## src/hdl/pgp_pkg.sv

```systemverilog
/*
 * Constants for the two-port GPIO and pin-sharing block: register byte
 * offsets, field positions and reset values.
 * Assumes an AXI4-Lite master with 32-bit data and 8-bit byte addresses.
 */
// Contract
// A first-port pull-up on pins 0 to 5 is on when its bit is 1, but only while the pin is an input.
// The two upper bits of the first-port pull-up register always read as 0.
// With I2C disabled pin 7 is general I/O, with it enabled pin 7 is the open-drain I2C clock line.
// With I2C disabled pin 6 is general I/O, with it enabled pin 6 is the open-drain I2C data line.
// A wake mode bit of 1 makes pins 0 to 5 wake inputs, pin 5 also the converter trigger.
// A general first-port pin drives when its direction bit is 1 and is an input when it is 0.
// First-port data reads give stored data for outputs and the live pin for inputs.
// Second-port direction bits 4 to 6 select output at 1 and input at 0, and reset to 0.
// A nonzero timer output-select field makes second-port pin 6 the timer output.
// Second-port pins 5 and 4 always feed the timer clock and reset inputs.
// Second-port data reads give stored data for outputs and the live pin for inputs.
// Second-port data bit 7 and bits 3 to 0 read as 1, and data bits 6 to 4 reset to 0.
// After reset every pin is a general input and every pull-up is off.
package pgp_pkg;
    localparam logic [7:0] OFF_P1_DIR = 8'h00;
    localparam logic [7:0] OFF_P1_DATA = 8'h04;
    localparam logic [7:0] OFF_P1_PULLUP = 8'h08;
    localparam logic [7:0] OFF_P1_WAKE = 8'h0c;
    localparam logic [7:0] OFF_I2C_CTRL = 8'h10;
    localparam logic [7:0] OFF_P2_DIR = 8'h14;
    localparam logic [7:0] OFF_P2_DATA = 8'h18;
    localparam logic [7:0] OFF_TIMER_CTRL = 8'h1c;
    localparam int I2C_EN_POS = 0;
    localparam int P2_LSB = 4;
    localparam int P2_W = 3;
    localparam int PU_W = 6;
    localparam int TSEL_W = 4;
    localparam logic [7:0] P1_RST = 8'h00;
    localparam logic [5:0] PU_RST = 6'h00;
    localparam logic [2:0] P2_RST = 3'h0;
    localparam logic [3:0] TSEL_RST = 4'h0;
    localparam logic [3:0] TSEL_GPIO = 4'h0;
    localparam logic [7:0] P2_RSVD_ONES = 8'h8f;
    localparam logic [1:0] RESP_OKAY = 2'h0;
    localparam logic [1:0] RESP_SLVERR = 2'h2;
endpackage

```

## src/hdl/pgp_top.sv

```systemverilog
/*
 * Register file and pin multiplexer for two GPIO ports with I2C, wake,
 * trigger and timer sharing, behind an AXI4-Lite slave.
 * Assumes pin levels and peripheral requests are synchronous to aclk.
 */
`timescale 1ns/1ps
`default_nettype none
module pgp_top (
    // Clock and reset
    input wire logic aclk,
    input wire logic aresetn,
    // AXI4-Lite write
    input wire logic [7:0] awaddr,
    input wire logic awvalid,
    output logic awready,
    input wire logic [31:0] wdata,
    input wire logic [3:0] wstrb,
    input wire logic wvalid,
    output logic wready,
    output logic [1:0] bresp,
    output logic bvalid,
    input wire logic bready,
    // AXI4-Lite read
    input wire logic [7:0] araddr,
    input wire logic arvalid,
    output logic arready,
    output logic [31:0] rdata,
    output logic [1:0] rresp,
    output logic rvalid,
    input wire logic rready,
    // First port pins
    input wire logic [7:0] p1_pin_in,
    output logic [7:0] p1_pin_out,
    output logic [7:0] p1_pin_oe,
    output logic [5:0] p1_pullup_on,
    // I2C, wake and trigger sharing
    input wire logic i2c_scl_drive_low,
    input wire logic i2c_sda_drive_low,
    output logic i2c_scl_in,
    output logic i2c_sda_in,
    output logic [5:0] wake_in_n,
    output logic converter_trigger_input_n,
    // Second port pins 4 to 6 and timer sharing
    input wire logic [2:0] p2_pin_in,
    output logic [2:0] p2_pin_out,
    output logic [2:0] p2_pin_oe,
    input wire logic timer_output_value,
    output logic timer_clock_input_pin,
    output logic timer_reset_input_pin
);
    logic [7:0] p1_dir_ff, p1_data_ff, p1_wake_ff;
    logic [5:0] p1_pu_ff;
    logic i2c_en_ff;
    logic [2:0] p2_dir_ff, p2_data_ff;
    logic [3:0] tsel_ff;
    logic aw_held_ff, w_held_ff, awready_ff, wready_ff, bvalid_ff, arready_ff, rvalid_ff;
    logic [7:0] awaddr_ff, araddr_ff;
    logic [7:0] wbyte_ff;
    logic wlane_ff;
    logic [1:0] bresp_ff, rresp_ff;
    logic [31:0] rdata_ff;
    logic [7:0] p1_out_ff, p1_oe_ff;
    logic [5:0] p1_pu_on_ff, wake_n_ff;
    logic scl_in_ff, sda_in_ff, trig_n_ff;
    logic [2:0] p2_out_ff, p2_oe_ff;
    logic tclk_ff, trst_ff;
    logic do_write;
    logic ar_take;

    function automatic logic hit(input logic [7:0] a, input logic [7:0] off);
        hit = (a[7:2] == off[7:2]);
    endfunction

    function automatic logic mapped(input logic [7:0] a);
        mapped = hit(a, pgp_pkg::OFF_P1_DIR) | hit(a, pgp_pkg::OFF_P1_DATA) | hit(a, pgp_pkg::OFF_P1_PULLUP) |
                 hit(a, pgp_pkg::OFF_P1_WAKE) | hit(a, pgp_pkg::OFF_I2C_CTRL) | hit(a, pgp_pkg::OFF_P2_DIR) |
                 hit(a, pgp_pkg::OFF_P2_DATA) | hit(a, pgp_pkg::OFF_TIMER_CTRL);
    endfunction

    function automatic logic [7:0] rd_byte(input logic [7:0] a);
        logic [7:0] b;
        b = 8'h00;
        if (hit(a, pgp_pkg::OFF_P1_DATA)) begin
            b = (p1_dir_ff & p1_data_ff) | (~p1_dir_ff & p1_pin_in);
        end else if (hit(a, pgp_pkg::OFF_P1_PULLUP)) begin
            b = {2'b00, p1_pu_ff};
        end else if (hit(a, pgp_pkg::OFF_P1_WAKE)) begin
            b = {2'b00, p1_wake_ff[5:0]};
        end else if (hit(a, pgp_pkg::OFF_I2C_CTRL)) begin
            b = {7'h00, i2c_en_ff};
        end else if (hit(a, pgp_pkg::OFF_P2_DATA)) begin
            b = pgp_pkg::P2_RSVD_ONES;
            b[6:4] = (p2_dir_ff & p2_data_ff) | (~p2_dir_ff & p2_pin_in);
        end else if (hit(a, pgp_pkg::OFF_TIMER_CTRL)) begin
            b = {4'h0, tsel_ff};
        end
        rd_byte = b;
    endfunction

    // Write side: address and data are each taken once, in either order.
    assign do_write = aw_held_ff & w_held_ff & ~bvalid_ff;

    always_ff @(posedge aclk) begin
        if (!aresetn) begin
            awready_ff <= 1'b0;
            aw_held_ff <= 1'b0;
            awaddr_ff <= 8'h00;
        end else if (awready_ff) begin
            awready_ff <= 1'b0;
            aw_held_ff <= 1'b1;
            awaddr_ff <= awaddr;
        end else if (do_write) begin
            aw_held_ff <= 1'b0;
        end else if (awvalid & ~aw_held_ff & ~bvalid_ff) begin
            awready_ff <= 1'b1;
        end
    end

    always_ff @(posedge aclk) begin
        if (!aresetn) begin
            wready_ff <= 1'b0;
            w_held_ff <= 1'b0;
            wbyte_ff <= 8'h00;
            wlane_ff <= 1'b0;
        end else if (wready_ff) begin
            wready_ff <= 1'b0;
            w_held_ff <= 1'b1;
            wbyte_ff <= wdata[7:0];
            wlane_ff <= wstrb[0];
        end else if (do_write) begin
            w_held_ff <= 1'b0;
        end else if (wvalid & ~w_held_ff & ~bvalid_ff) begin
            wready_ff <= 1'b1;
        end
    end

    always_ff @(posedge aclk) begin
        if (!aresetn) begin
            bvalid_ff <= 1'b0;
            bresp_ff <= pgp_pkg::RESP_OKAY;
        end else if (do_write) begin
            bvalid_ff <= 1'b1;
            bresp_ff <= mapped(awaddr_ff) ? pgp_pkg::RESP_OKAY : pgp_pkg::RESP_SLVERR;
        end else if (bvalid_ff & bready) begin
            bvalid_ff <= 1'b0;
        end
    end

    // Only byte lane 0 carries register data; the registers are byte wide.
    always_ff @(posedge aclk) begin
        if (!aresetn) begin
            p1_dir_ff <= pgp_pkg::P1_RST;
            p1_data_ff <= pgp_pkg::P1_RST;
            p1_wake_ff <= pgp_pkg::P1_RST;
            p1_pu_ff <= pgp_pkg::PU_RST;
            i2c_en_ff <= 1'b0;
            p2_dir_ff <= pgp_pkg::P2_RST;
            p2_data_ff <= pgp_pkg::P2_RST;
            tsel_ff <= pgp_pkg::TSEL_RST;
        end else if (do_write & wlane_ff) begin
            if (hit(awaddr_ff, pgp_pkg::OFF_P1_DIR)) p1_dir_ff <= wbyte_ff;
            if (hit(awaddr_ff, pgp_pkg::OFF_P1_DATA)) p1_data_ff <= wbyte_ff;
            if (hit(awaddr_ff, pgp_pkg::OFF_P1_WAKE)) p1_wake_ff <= {2'b00, wbyte_ff[5:0]};
            if (hit(awaddr_ff, pgp_pkg::OFF_P1_PULLUP)) p1_pu_ff <= wbyte_ff[5:0];
            if (hit(awaddr_ff, pgp_pkg::OFF_I2C_CTRL)) i2c_en_ff <= wbyte_ff[pgp_pkg::I2C_EN_POS];
            if (hit(awaddr_ff, pgp_pkg::OFF_P2_DIR)) p2_dir_ff <= wbyte_ff[6:4];
            if (hit(awaddr_ff, pgp_pkg::OFF_P2_DATA)) p2_data_ff <= wbyte_ff[6:4];
            if (hit(awaddr_ff, pgp_pkg::OFF_TIMER_CTRL)) tsel_ff <= wbyte_ff[3:0];
        end
    end

    // Read side: data are sampled at the address handshake, so pin reads lag by one cycle.
    assign ar_take = arready_ff & arvalid;

    always_ff @(posedge aclk) begin
        if (!aresetn) begin
            arready_ff <= 1'b0;
            rvalid_ff <= 1'b0;
            araddr_ff <= 8'h00;
            rdata_ff <= 32'h0000_0000;
            rresp_ff <= pgp_pkg::RESP_OKAY;
        end else if (ar_take) begin
            arready_ff <= 1'b0;
            rvalid_ff <= 1'b1;
            araddr_ff <= araddr;
            rdata_ff <= {24'h00_0000, rd_byte(araddr)};
            rresp_ff <= mapped(araddr) ? pgp_pkg::RESP_OKAY : pgp_pkg::RESP_SLVERR;
        end else if (rvalid_ff) begin
            if (rready) rvalid_ff <= 1'b0;
        end else if (arvalid & ~arready_ff) begin
            arready_ff <= 1'b1;
        end
    end

    // First port pins 0 to 5: general I/O or wake input.
    genvar gi;
    generate
        for (gi = 0; gi < pgp_pkg::PU_W; gi++) begin : g_low
            always_ff @(posedge aclk) begin
                if (!aresetn) begin
                    p1_oe_ff[gi] <= 1'b0;
                    p1_out_ff[gi] <= 1'b0;
                    p1_pu_on_ff[gi] <= 1'b0;
                    wake_n_ff[gi] <= 1'b1;
                end else begin
                    p1_oe_ff[gi] <= p1_dir_ff[gi] & ~p1_wake_ff[gi];
                    p1_out_ff[gi] <= p1_data_ff[gi];
                    p1_pu_on_ff[gi] <= p1_pu_ff[gi] & ~p1_dir_ff[gi];
                    wake_n_ff[gi] <= p1_wake_ff[gi] ? p1_pin_in[gi] : 1'b1;
                end
            end
        end
    endgenerate

    // Pins 6 and 7 are open drain while I2C owns them, so only the enable moves.
    always_ff @(posedge aclk) begin
        if (!aresetn) begin
            p1_oe_ff[7:6] <= 2'b00;
            p1_out_ff[7:6] <= 2'b00;
            scl_in_ff <= 1'b1;
            sda_in_ff <= 1'b1;
            trig_n_ff <= 1'b1;
        end else begin
            trig_n_ff <= p1_wake_ff[5] ? p1_pin_in[5] : 1'b1;
            if (i2c_en_ff) begin
                p1_oe_ff[7] <= i2c_scl_drive_low;
                p1_oe_ff[6] <= i2c_sda_drive_low;
                p1_out_ff[7:6] <= 2'b00;
                scl_in_ff <= p1_pin_in[7];
                sda_in_ff <= p1_pin_in[6];
            end else begin
                p1_oe_ff[7:6] <= p1_dir_ff[7:6];
                p1_out_ff[7:6] <= p1_data_ff[7:6];
                scl_in_ff <= 1'b1;
                sda_in_ff <= 1'b1;
            end
        end
    end

    // Second port pins 4 to 6 and the timer connections.
    always_ff @(posedge aclk) begin
        if (!aresetn) begin
            p2_oe_ff <= 3'b000;
            p2_out_ff <= 3'b000;
            tclk_ff <= 1'b0;
            trst_ff <= 1'b0;
        end else begin
            p2_oe_ff[1:0] <= p2_dir_ff[1:0];
            p2_out_ff[1:0] <= p2_data_ff[1:0];
            if (tsel_ff != pgp_pkg::TSEL_GPIO) begin
                p2_oe_ff[2] <= 1'b1;
                p2_out_ff[2] <= timer_output_value;
            end else begin
                p2_oe_ff[2] <= p2_dir_ff[2];
                p2_out_ff[2] <= p2_data_ff[2];
            end
            tclk_ff <= p2_pin_in[1];
            trst_ff <= p2_pin_in[0];
        end
    end

    assign awready = awready_ff;
    assign wready = wready_ff;
    assign bvalid = bvalid_ff;
    assign bresp = bresp_ff;
    assign arready = arready_ff;
    assign rvalid = rvalid_ff;
    assign rdata = rdata_ff;
    assign rresp = rresp_ff;
    assign p1_pin_out = p1_out_ff;
    assign p1_pin_oe = p1_oe_ff;
    assign p1_pullup_on = p1_pu_on_ff;
    assign i2c_scl_in = scl_in_ff;
    assign i2c_sda_in = sda_in_ff;
    assign wake_in_n = wake_n_ff;
    assign converter_trigger_input_n = trig_n_ff;
    assign p2_pin_out = p2_out_ff;
    assign p2_pin_oe = p2_oe_ff;
    assign timer_clock_input_pin = tclk_ff;
    assign timer_reset_input_pin = trst_ff;

    property p_pullup_input_only;
        @(posedge aclk) disable iff (!aresetn) $past(aresetn) |-> ((p1_pu_on_ff & $past(p1_dir_ff[5:0])) == 6'h00);
    endproperty
    a_pullup_input_only: assert property (p_pullup_input_only) else $error("pull-up on an output pin");

    property p_pullup_rsvd;
        @(posedge aclk) disable iff (!aresetn) rvalid_ff && hit(araddr_ff, pgp_pkg::OFF_P1_PULLUP) |->
            rdata_ff[7:6] == 2'b00;
    endproperty
    a_pullup_rsvd: assert property (p_pullup_rsvd) else $error("pull-up reserved bits not zero");

    property p_scl_od;
        @(posedge aclk) disable iff (!aresetn) $past(aresetn) && $past(i2c_en_ff) |->
            !p1_out_ff[7] && p1_oe_ff[7] == $past(i2c_scl_drive_low);
    endproperty
    a_scl_od: assert property (p_scl_od) else $error("clock line not open drain");

    property p_sda_od;
        @(posedge aclk) disable iff (!aresetn) $past(aresetn) && $past(i2c_en_ff) |->
            !p1_out_ff[6] && p1_oe_ff[6] == $past(i2c_sda_drive_low);
    endproperty
    a_sda_od: assert property (p_sda_od) else $error("data line not open drain");

    property p_wake_no_drive;
        @(posedge aclk) disable iff (!aresetn) $past(aresetn) |-> ((p1_oe_ff[5:0] & $past(p1_wake_ff[5:0])) == 6'h00);
    endproperty
    a_wake_no_drive: assert property (p_wake_no_drive) else $error("wake pin driven");

    property p_gpio_dir;
        @(posedge aclk) disable iff (!aresetn) $past(aresetn) && !$past(i2c_en_ff) |->
            p1_oe_ff[7:6] == $past(p1_dir_ff[7:6]);
    endproperty
    a_gpio_dir: assert property (p_gpio_dir) else $error("upper pins ignore direction");

    property p_p1_read;
        @(posedge aclk) disable iff (!aresetn) ar_take && hit(araddr, pgp_pkg::OFF_P1_DATA) |=>
            rdata_ff[7:0] == (($past(p1_dir_ff) & $past(p1_data_ff)) | (~$past(p1_dir_ff) & $past(p1_pin_in)));
    endproperty
    a_p1_read: assert property (p_p1_read) else $error("first port read mismatch");

    property p_p2_dir_reset;
        @(posedge aclk) disable iff (!aresetn) !$past(aresetn) |->
            p2_dir_ff == 3'b000 && p2_data_ff == 3'b000 ##1 p2_oe_ff == 3'b000;
    endproperty
    a_p2_dir_reset: assert property (p_p2_dir_reset) else $error("second port not input after reset");

    property p_timer_out;
        @(posedge aclk) disable iff (!aresetn) tsel_ff != pgp_pkg::TSEL_GPIO ##1 tsel_ff != pgp_pkg::TSEL_GPIO |->
            p2_oe_ff[2] && p2_out_ff[2] == $past(timer_output_value);
    endproperty
    a_timer_out: assert property (p_timer_out) else $error("timer output not on pin");

    property p_timer_inputs;
        @(posedge aclk) disable iff (!aresetn) $past(aresetn) |->
            tclk_ff == $past(p2_pin_in[1]) && trst_ff == $past(p2_pin_in[0]);
    endproperty
    a_timer_inputs: assert property (p_timer_inputs) else $error("timer inputs not fed");

    property p_p2_read;
        @(posedge aclk) disable iff (!aresetn) ar_take && hit(araddr, pgp_pkg::OFF_P2_DATA) |=>
            rdata_ff[6:4] == (($past(p2_dir_ff) & $past(p2_data_ff)) | (~$past(p2_dir_ff) & $past(p2_pin_in)));
    endproperty
    a_p2_read: assert property (p_p2_read) else $error("second port read mismatch");

    property p_p2_rsvd;
        @(posedge aclk) disable iff (!aresetn) rvalid_ff && hit(araddr_ff, pgp_pkg::OFF_P2_DATA) |->
            rdata_ff[7] && rdata_ff[3:0] == 4'hf;
    endproperty
    a_p2_rsvd: assert property (p_p2_rsvd) else $error("second port reserved bits not one");

    property p_reset_inputs;
        @(posedge aclk) disable iff (!aresetn) !$past(aresetn) |=> p1_oe_ff == 8'h00 && p1_pu_on_ff == 6'h00;
    endproperty
    a_reset_inputs: assert property (p_reset_inputs) else $error("pins not inputs after reset");
endmodule
`default_nettype wire

```

## config.mk

```make
export PLATFORM = sky130hd
export DESIGN_NAME = pgp_top
export DESIGN_NICKNAME = d
export VERILOG_FILES = /design/src/hdl/pgp_pkg.sv /design/src/hdl/pgp_top.sv
export SDC_FILE = /design/constraint.sdc
export NUM_CORES = 1
export LEC_CHECK = 0
export ABC_AREA = 1
export BUFFER_PORTS_ARGS = -buffer_cell sky130_fd_sc_hd__buf_4
export CORE_MARGIN = 4
export CORE_UTILIZATION = 40
export CTS_BUF_LIST = sky130_fd_sc_hd__clkbuf_8
export DETAILED_ROUTE_END_ITERATION = 8
export PLACE_DENSITY_LB_ADDON = 0.15
export SKIP_CTS_REPAIR_TIMING = 1
export SLEW_MARGIN = 20
export SYNTH_ARGS = -nofsm -noshare
export SYNTH_HDL_FRONTEND = slang
export SYNTH_SLANG_ARGS = --single-unit
```

## constraint.sdc

```tcl
create_clock -name aclk -period 1.85 [get_ports aclk]
set_input_delay 0.0925 -clock aclk [delete_from_list [all_inputs] [get_ports aclk]]
set_output_delay 0.0925 -clock aclk [all_outputs]
set_load 0.1 [all_outputs]
```

==> results.json, run 1 <==
{
  "die_area_mm2": 0.01248,
  "cp.required_ns": 1.76,
  "combPwrFrac_pct": 14.1,
  "area_delta_synth_final_pct": 28.82,
  "maxSlewViolCount": 0,
  "critPathMaxFanout": 12,
  "ys_types": 27,
  "tns_ns": 0,
  "grt_util_all_layers_pct": 16.57,
  "clk_latency_ns": 0.35,
  "finalCritPeriodShare_pct": 72.99,
  "clkTransAtPathRegs_ns": 0.10,
  "num_rows": 37,
  "hold_class": "in2reg",
  "setup_viol": 0,
  "top_layer_used": "met4",
  "fin_crit_ns": 1.350,
  "arrival_ns": 1.26,
  "syn-mean-instance-area_um2": 7.483,
  "gp_congestion": 0.8738,
  "detail_route.wl_per_cell_um": 12.83,
  "grt_pass1_wl_um": 16770,
  "hpwl_um": 7885,
  "hold_viol_final": 1,
  "cpMaxStageDelayCell": "dfxtp_1",
  "max_freq_mhz": 740.6,
  "initial_core_util_pct": 41.31,
  "critPathLaunchType": "flip-flop",
  "grt_max_degree": 55,
  "vias_per_cell": 4.559,
  "die_w_um": 111.7,
  "clock-sinks": 109,
  "power_density_mw_per_mm2": 854.5,
  "root_buffer": "clkbuf_8",
  "drc": 0,
  "worstSetupPathType": "reg2out",
  "wl_met1_um": 4694,
  "placed_cells": 793,
  "sw_frac_of_total_pct": 27.42,
  "place_ws_ns": 0.5260,
  "grt_pass1_vias": 3449,
  "timing.hold.ws_ns": -0.01073,
  "p_sw_uw": 1299,
  "synth-seq-cells": 109,
  "nets": 766,
  "fin_cells": 832,
  "antenna_found_initial": 0,
  "power.total_uw": 4736,
  "peakVddDrop_mv": 0.3845,
  "io_buffers": 95,
  "dr.pass1.iters": 4,
  "synthCells": 575,
  "synth-seq-area-share_pct": 50.71,
  "ctsLongestPathBuffers": 2,
  "internal_power_uw": 3438,
  "coreArea_mm2": 0.01042,
  "violations": "hold timing",
  "wl_met3_um": 590,
  "cts-buffers-inserted": 9,
  "seqPwrFrac_pct": 51.6,
  "io_pins": 153,
  "leakage_uw": 0.002583,
  "slowest_delay_ns": 0.54,
  "grt_setup_unrepaired": "no",
  "worst_slack_ns": 0.4997,
  "status": "finished, violations left",
  "drt_iter0_drc": 192,
  "path_cells": "buf_4",
  "finClkSkew_ns": 0.01211,
  "netlist_area_mm2": 0.004303,
  "mostFrequentLayoutCell": "nor2_1",
  "htree_levels": 3,
  "p_clk_share_pct": 34.2,
  "drt_wl_total_um": 10670,
  "die_y_um": 111.7,
  "critical-path-top-delay-family": "flip-flops",
  "cp-end-kind": "primary output",
  "drive_gt1_share_pct": 17.82,
  "ant_nets": 0,
  "ys_warn_count": 0,
  "overflow": 0,
  "cts_tree": "done",
  "dr_wl_met2_um": 5228,
  "antenna_cells": 0,
  "nFillCells": 1025,
  "layout_common_cells": "nor2_1, dfxtp_1, nand2_1",
  "via_count": 3793,
  "cp_num_buf_inv": 1,
  "max_cap_violations": 0
}
[power groups by stage]
| stage | combinational, uW | clock, uW | sequential [uW] |
|---|---|---|---|
| 3_3_place_gp | 621 | 0 | 2500 |
| 2_1_floorplan | 432 | 0 | 2580 |
| 3_5_place_dp | 626 | 0 | 2500 |
| 4_1_cts | 627 | 1670 | 2450 |
| 5_1_grt | 711 | 1750 | 2450 |
| 6_report | 669 | 1620 | 2450 |
[registers in the layout, indices dropped and copies added (netlist names), 3 cells and up]
name,count
p1_pu_ff,6
p1_pin_out,8
p1_pin_oe,8
wbyte_ff,8
p2_dir_ff,3
wake_in_n,5
tsel_ff,4
p1_data_ff,8
p1_dir_ff,8
p1_wake_ff,6
awaddr_ff,6
p1_pullup_on,6
p2_data_ff,3
rdata,8
p2_pin_oe,3
p2_pin_out,3
[kinds of logic after synthesis]
group                  count (synthesis)  share of synthesized area [%]
AND/OR/NAND/NOR                      265                          25.91
flip-flops                           109                          50.71
AO/OA/AOI/OAI                         95                          11.31
buffers and inverters                105                          11.98
other                                  1                        0.08715
[routing by layer]
layer,global-route usage (%),up-vias
met5,0,-
met2,27.86,104
met3,3.533,16
met1,21.14,1677
met4,5.596,0
li1,-,1996
[stage by stage]
step                      area [um2]  utilization [%]  hold slack (ns)
after floorplan                 4398                -           0.1860
after CTS                       5293            50.81         -0.09480
after global routing            5543            53.21         0.003319
after global placement          5066            48.64           0.2851
after detailed placement        5066            48.64           0.2884
final                           5543            53.21         -0.01073
[synth_stat cells]
| cell | n | area, um2 |
|---|---|---|
| inv_2 | 1 | 3.750 |
| clkbuf_1 | 8 | 30.03 |
| buf_2 | 3 | 15.01 |
| nor4_1 | 2 | 12.51 |
| clkinv_4 | 3 | 26.28 |
| buf_4 | 27 | 202.7 |
| buf_1 | 2 | 7.510 |
| clkinv_2 | 1 | 5.000 |
| o21ai_0 | 61 | 305.3 |
| nand2_1 | 105 | 394.1 |
| a311oi_1 | 1 | 8.760 |
| clkinv_1 | 1 | 3.750 |
| dfxtp_1 | 109 | 2182 |
| nor2_2 | 1 | 6.260 |
| nand4_4 | 1 | 21.27 |
| nor3_1 | 7 | 35.03 |
| conb_1 | 1 | 3.750 |
| o211ai_1 | 3 | 22.52 |
| nor2_8 | 1 | 20.02 |
| a21oi_1 | 30 | 150.1 |
| nor2_1 | 115 | 431.7 |
| nand4_1 | 2 | 12.51 |
| nand2_2 | 1 | 6.260 |
| nor2_4 | 1 | 11.26 |
| inv_1 | 59 | 221.5 |
| nand2_4 | 3 | 33.78 |
| nand3_1 | 26 | 130.1 |
[cell type report]
cell class                 count  area (um2)  share of cell area (%)
clock inverter                 5       102.6                   1.851
tap                          136       170.2                   3.070
multi-input combinational    386        1699                   30.65
sequential                   109        2183                   39.39
timing repair buffer         122        1003                   18.10
clock buffer                   9       123.9                   2.235
inverter                      65       260.3                   4.695
[final timing paths]
check                                    from       endpoint  slack [ns]  cells past startpoint
worst max-delay path                   wready         wready        0.50                      1
worst min-delay path                 wdata[5]    wbyte_ff[5]       -0.01                      3
worst max register to register         bvalid  p1_data_ff[3]        0.51                      6
worst min register to register  p2_data_ff[1]  p2_pin_out[1]        0.45                      2
No activity file was read; power rests on OpenSTA's default activity.
==> run 2, diff against run 1 <==
==> constraint.sdc (replaced) <==
create_clock -name aclk -period 1.2 [get_ports aclk]
set_input_delay 0.06 -clock aclk [delete_from_list [all_inputs] [get_ports aclk]]
set_output_delay 0.06 -clock aclk [all_outputs]
set_load 0.1 [all_outputs]
==> run 2 against run 1 <==
Effect of this change:
- highest routed layer unchanged
- register-to-register slack got worse by 0.53 ns
- critical endpoint is now tsel_ff[3]
- core utilization rose by 2.4 points
- critical path type is now reg2reg
- the run ends with hold timing, setup timing left
- first-iteration DRC count fell by 18%
==> results.json, run 2 (synthesized netlist as in run 1, its figures left out) <==
{
  "peakVddDrop_mv": 0.6928,
  "cts-buffers-inserted": 9,
  "grt_setup_unrepaired": "yes",
  "die_area_mm2": 0.01248,
  "grt_max_degree": 31,
  "area_delta_synth_final_pct": 34.57,
  "leakage_uw": 0.002716,
  "rr_worst_depth": 7,
  "fin_cells": 863,
  "reg2reg_to": "tsel_ff[3]",
  "setup_viol": 10,
  "die_w_um": 111.7,
  "gp_congestion": 0.8758,
  "via_count": 3898,
  "max_freq_mhz": 817.3,
  "initial_core_util_pct": 41.31,
  "finClkSkew_ns": 0.01238,
  "grt_pass1_wl_um": 17100,
  "reg2reg_slack_ns": -0.02,
  "grt_pass1_vias": 3612,
  "clkTransAtPathRegs_ns": 0.10,
  "antenna_cells": 0,
  "critPathMaxFanout": 9,
  "timing.hold.ws_ns": -0.01660,
  "p_sw_uw": 2041,
  "power.total_uw": 6882,
  "power_density_mw_per_mm2": 1188,
  "max_cap_violations": 0,
  "io_buffers": 95,
  "ant_nets": 0,
  "nets": 796,
  "coreArea_mm2": 0.01042,
  "placed_cells": 818,
  "clk_latency_ns": 0.36,
  "dr.pass1.iters": 4,
  "hold_viol_final": 2,
  "violations": "hold timing, setup timing",
  "p_clk_share_pct": 29.2,
  "layout_common_cells": "buf_4, nor2_1, nand2_1",
  "hpwl_um": 8039,
  "overflow": 0,
  "cp.required_ns": 1.46,
  "vias_per_cell": 4.517,
  "finalCritPeriodShare_pct": 102.0,
  "drt_wl_total_um": 10890,
  "arrival_ns": 1.48,
  "htree_levels": 3,
  "drc": 0,
  "ctsLongestPathBuffers": 2,
  "fin_crit_ns": 1.224,
  "place_ws_ns": -0.05814,
  "cts_tree": "done",
  "endpoint": "tsel_ff[3]",
  "whs_path_depth": 4,
  "final_util_pct": 55.59,
  "sw_frac_of_total_pct": 29.66,
  "drive_gt1_share_pct": 23.80,
  "worst_slack_ns": -0.02357,
  "grt_util_all_layers_pct": 16.76,
  "internal_power_uw": 4841,
  "num_rows": 37,
  "critPathLaunch": "bvalid",
  "antenna_found_initial": 0,
  "critPathLaunchType": "flip-flop",
  "root_buffer": "clkbuf_8",
  "mostFrequentLayoutCell": "buf_4",
  "combPwrFrac_pct": 16.0,
  "cp-end-kind": "flip-flop",
  "maxSlewViolCount": 0,
  "status": "finished, violations left",
  "worstSetupPathType": "reg2reg",
  "r2r-start": "bvalid",
  "drt_iter0_drc": 158,
  "hold_class": "in2reg",
  "seqPwrFrac_pct": 54.8,
  "io_pins": 153,
  "die_y_um": 111.7,
  "clock-sinks": 109,
  "detail_route.wl_per_cell_um": 12.62
}
==> run 2: metrics by stage <==
stage / setup TNS, ns / hold WS (ns) / area, um2
2_1_floorplan: -1.411 / 0.1535 / 4429
3_3_place_gp: -0.1037 / 0.2535 / 5260
3_5_place_dp: -0.6603 / 0.2569 / 5260
4_1_cts: -1.284 / -0.1211 / 5435
5_1_grt: -2.881 / 0.008162 / 5791
6_report: -0.09262 / -0.01660 / 5791
==> run 2: power groups by stage <==
| stage | clock network (uW) | registers, uW | logic (uW) |
|---|---|---|---|
| finish | 2010 | 3770 | 1100 |
| CTS | 2050 | 3770 | 1010 |
| global placement | 0 | 3850 | 1000 |
| floorplan | 0 | 3980 | 669 |
| detailed placement | 0 | 3850 | 1010 |
| global route | 2200 | 3780 | 1170 |
==> run 2: routing by layer <==
layer  GRT usage [%]  part of all wire, %  vias up
met5               0                    0        -
met4           4.136                  1.1        0
met3           3.804                  6.3        8
met2           28.82                   49      105
met1           21.33                   43     1728
li1                -                    -     2057
==> run 2: area by class of cell <==
type                    instances  area (um2)
multi-input cells             386        1748
clock inverters                 4       23.77
fillers                      1011        4626
flip-flops and latches        109        2206
clock buffers                  11       151.4
well taps                     136       170.2
repair buffers                152        1220
inverters                      65       271.5
==> run 2: critical path, stage by stage, from the launching register on <==
cell and delay (ns):
dfxtp_4 0.36, inv_4 0.06, nand4_4 0.17, buf_4 0.19
clkinv_4 0.07, nand2_4 0.08, o21ai_0 0.15, a21oi_1 0.06
==> run 2: how the worst min path moves through the flow <==
stage	startpoint	end	slack (ns)
2_1_floorplan	p2_pin_in[1]	timer_clock_input_pin	0.15
4_1_cts	p2_pin_in[1]	timer_clock_input_pin	-0.12
3_3_place_gp	p2_pin_in[0]	timer_reset_input_pin	0.25
3_5_place_dp	i2c_sda_drive_low	p1_pin_oe[6]	0.26
6_report	bready	bvalid	-0.02
5_1_grt	bready	bvalid	0.008
==> run 3, diff against run 2 <==
--- a/config.mk
+++ b/config.mk
@@ -9,7 +9,6 @@
 export BUFFER_PORTS_ARGS = -buffer_cell sky130_fd_sc_hd__buf_4
 export CORE_MARGIN = 4
 export CORE_UTILIZATION = 40
-export CTS_BUF_LIST = sky130_fd_sc_hd__clkbuf_8
 export DETAILED_ROUTE_END_ITERATION = 8
 export PLACE_DENSITY_LB_ADDON = 0.15
 export SKIP_CTS_REPAIR_TIMING = 1
==> run 3 against run 2 <==
Effect of this change:
- the flow still finishes with violations (hold timing, setup timing)
- core utilization unchanged
- global-route usage unchanged
- sequential power barely moved
- die area did not move
- fmax up 0.14%
==> results.json, run 3 (synthesized netlist as in run 1, its figures left out) <==
{
  "hold_viol_final": 2,
  "dpl_cell_area_mm2": 0.005260,
  "coreArea_mm2": 0.01042,
  "hold_class": "in2reg",
  "violations": "hold timing, setup timing",
  "finalInstanceArea_mm2": 0.005791,
  "grt_pass1_vias": 3612,
  "antenna_found_initial": 0,
  "worst_slack_ns": -0.02189,
  "die_area_mm2": 0.01248,
  "cts-buffers-inserted": 9,
  "ant_nets": 0,
  "peakVddDrop_mv": 0.6931,
  "cp-end-kind": "flip-flop",
  "clkTransAtPathRegs_ns": 0.10,
  "cpMaxStageDelayCell": "dfxtp_4",
  "power_density_mw_per_mm2": 1190,
  "die_y_um": 111.7,
  "multiInputGateArea_mm2": 0.001748,
  "cp_num_buf_inv": 3,
  "overflow": 0,
  "critical-path-top-delay-family": "flip-flops",
  "hpwl_um": 8039,
  "initial_core_util_pct": 41.31,
  "num_rows": 37,
  "cp.required_ns": 1.46,
  "mostFrequentLayoutCell": "buf_4",
  "fin_crit_ns": 1.222,
  "place_ws_ns": -0.05814,
  "finClkSkew_ns": 0.01239,
  "power.total_uw": 6891,
  "drc": 0,
  "setup_viol": 10,
  "critPathLaunchType": "flip-flop",
  "slowest_delay_ns": 0.36,
  "max_freq_mhz": 818.4,
  "arrival_ns": 1.48,
  "antenna_cells": 0,
  "vias_per_cell": 4.520,
  "maxSlewViolCount": 0,
  "critPathMaxFanout": 9,
  "htree_levels": 3,
  "root_buffer": "clkbuf_8",
  "status": "finished, violations left",
  "grt_max_degree": 31,
  "leakage_uw": 0.002712,
  "cts_tree": "done",
  "gp_congestion": 0.8758,
  "nFillCells": 1011,
  "io_pins": 153,
  "layout.area.seq_mm2": 0.002206,
  "path_cells": "inv_4, nand4_4, buf_4, clkinv_4, nand2_4, o21ai_0, a21oi_1",
  "nets": 796,
  "layout_common_cells": "buf_4, nor2_1, nand2_1",
  "max_cap_violations": 0,
  "grt_pass1_wl_um": 17100,
  "drive_gt1_share_pct": 23.80,
  "grt_util_all_layers_pct": 16.76,
  "grt_setup_unrepaired": "yes",
  "via_count": 3901,
  "worstSetupPathType": "reg2reg",
  "drt_wl_total_um": 10890,
  "finalCritPeriodShare_pct": 101.8,
  "io_buffers": 95,
  "die_w_um": 111.7,
  "ctsLongestPathBuffers": 2,
  "clock-sinks": 109,
  "dr.pass1.iters": 5,
  "area_delta_synth_final_pct": 34.57,
  "timing.hold.ws_ns": -0.01558,
  "drt_iter0_drc": 153,
  "clk_latency_ns": 0.36,
  "detail_route.wl_per_cell_um": 12.62
}
## run 3: worst paths after layout
kind / to / start / depth (start not counted) / slack, ns
worst min register to register: p1_pin_out[4] / p1_data_ff[4] / 2 / 0.44
worst max-delay path: tsel_ff[3] / bvalid / 7 / -0.02
worst min-delay path: bvalid / bready / 4 / -0.02
worst max register to register: tsel_ff[3] / bvalid / 7 / -0.02
## run 3: power by group
group | leakage, uW | internal, uW | switching [uW]
Combinational | 0.00173 | 305 | 796
Sequential | 0.000887 | 3680 | 86.0
Clock | 0.0000928 | 862 | 1160
## run 3: final cells by class
cell class,instances,area share [%]
multi-input combinational,386,30.19
clock buffer,12,2.679
tap,136,2.939
clock inverter,3,0.3457
inverter,65,4.689
timing repair buffer,152,21.07
sequential,109,38.09
## run 3: worst reg2reg max path: cells and delay by family (launching register included)
family | cells | cell delay (ns)
buffers and inverters | 3 | 0.33
flip-flops | 1 | 0.36
AND/OR/NAND/NOR | 2 | 0.25
AO/OA/AOI/OAI | 2 | 0.21
## run 3: through the flow
step	hold WS, ns	utilization (%)	TNS [ns]	std cells
after detailed placement	0.2569	50.50	-0.6603	818
after global placement	0.2535	50.50	-0.1037	818
final	-0.01558	55.59	-0.09736	863
after floorplan	0.1535	-	-1.411	600
after global routing	0.008162	55.59	-2.884	863
after CTS	-0.1211	52.18	-1.285	833
## run 3: routing by layer
metal,GRT usage (%),wire length (um),up-vias
met3,3.804,726,8
li1,-,-,2057
met5,0,0,-
met1,21.33,4641,1725
met4,4.136,123,0
met2,28.82,5400,111
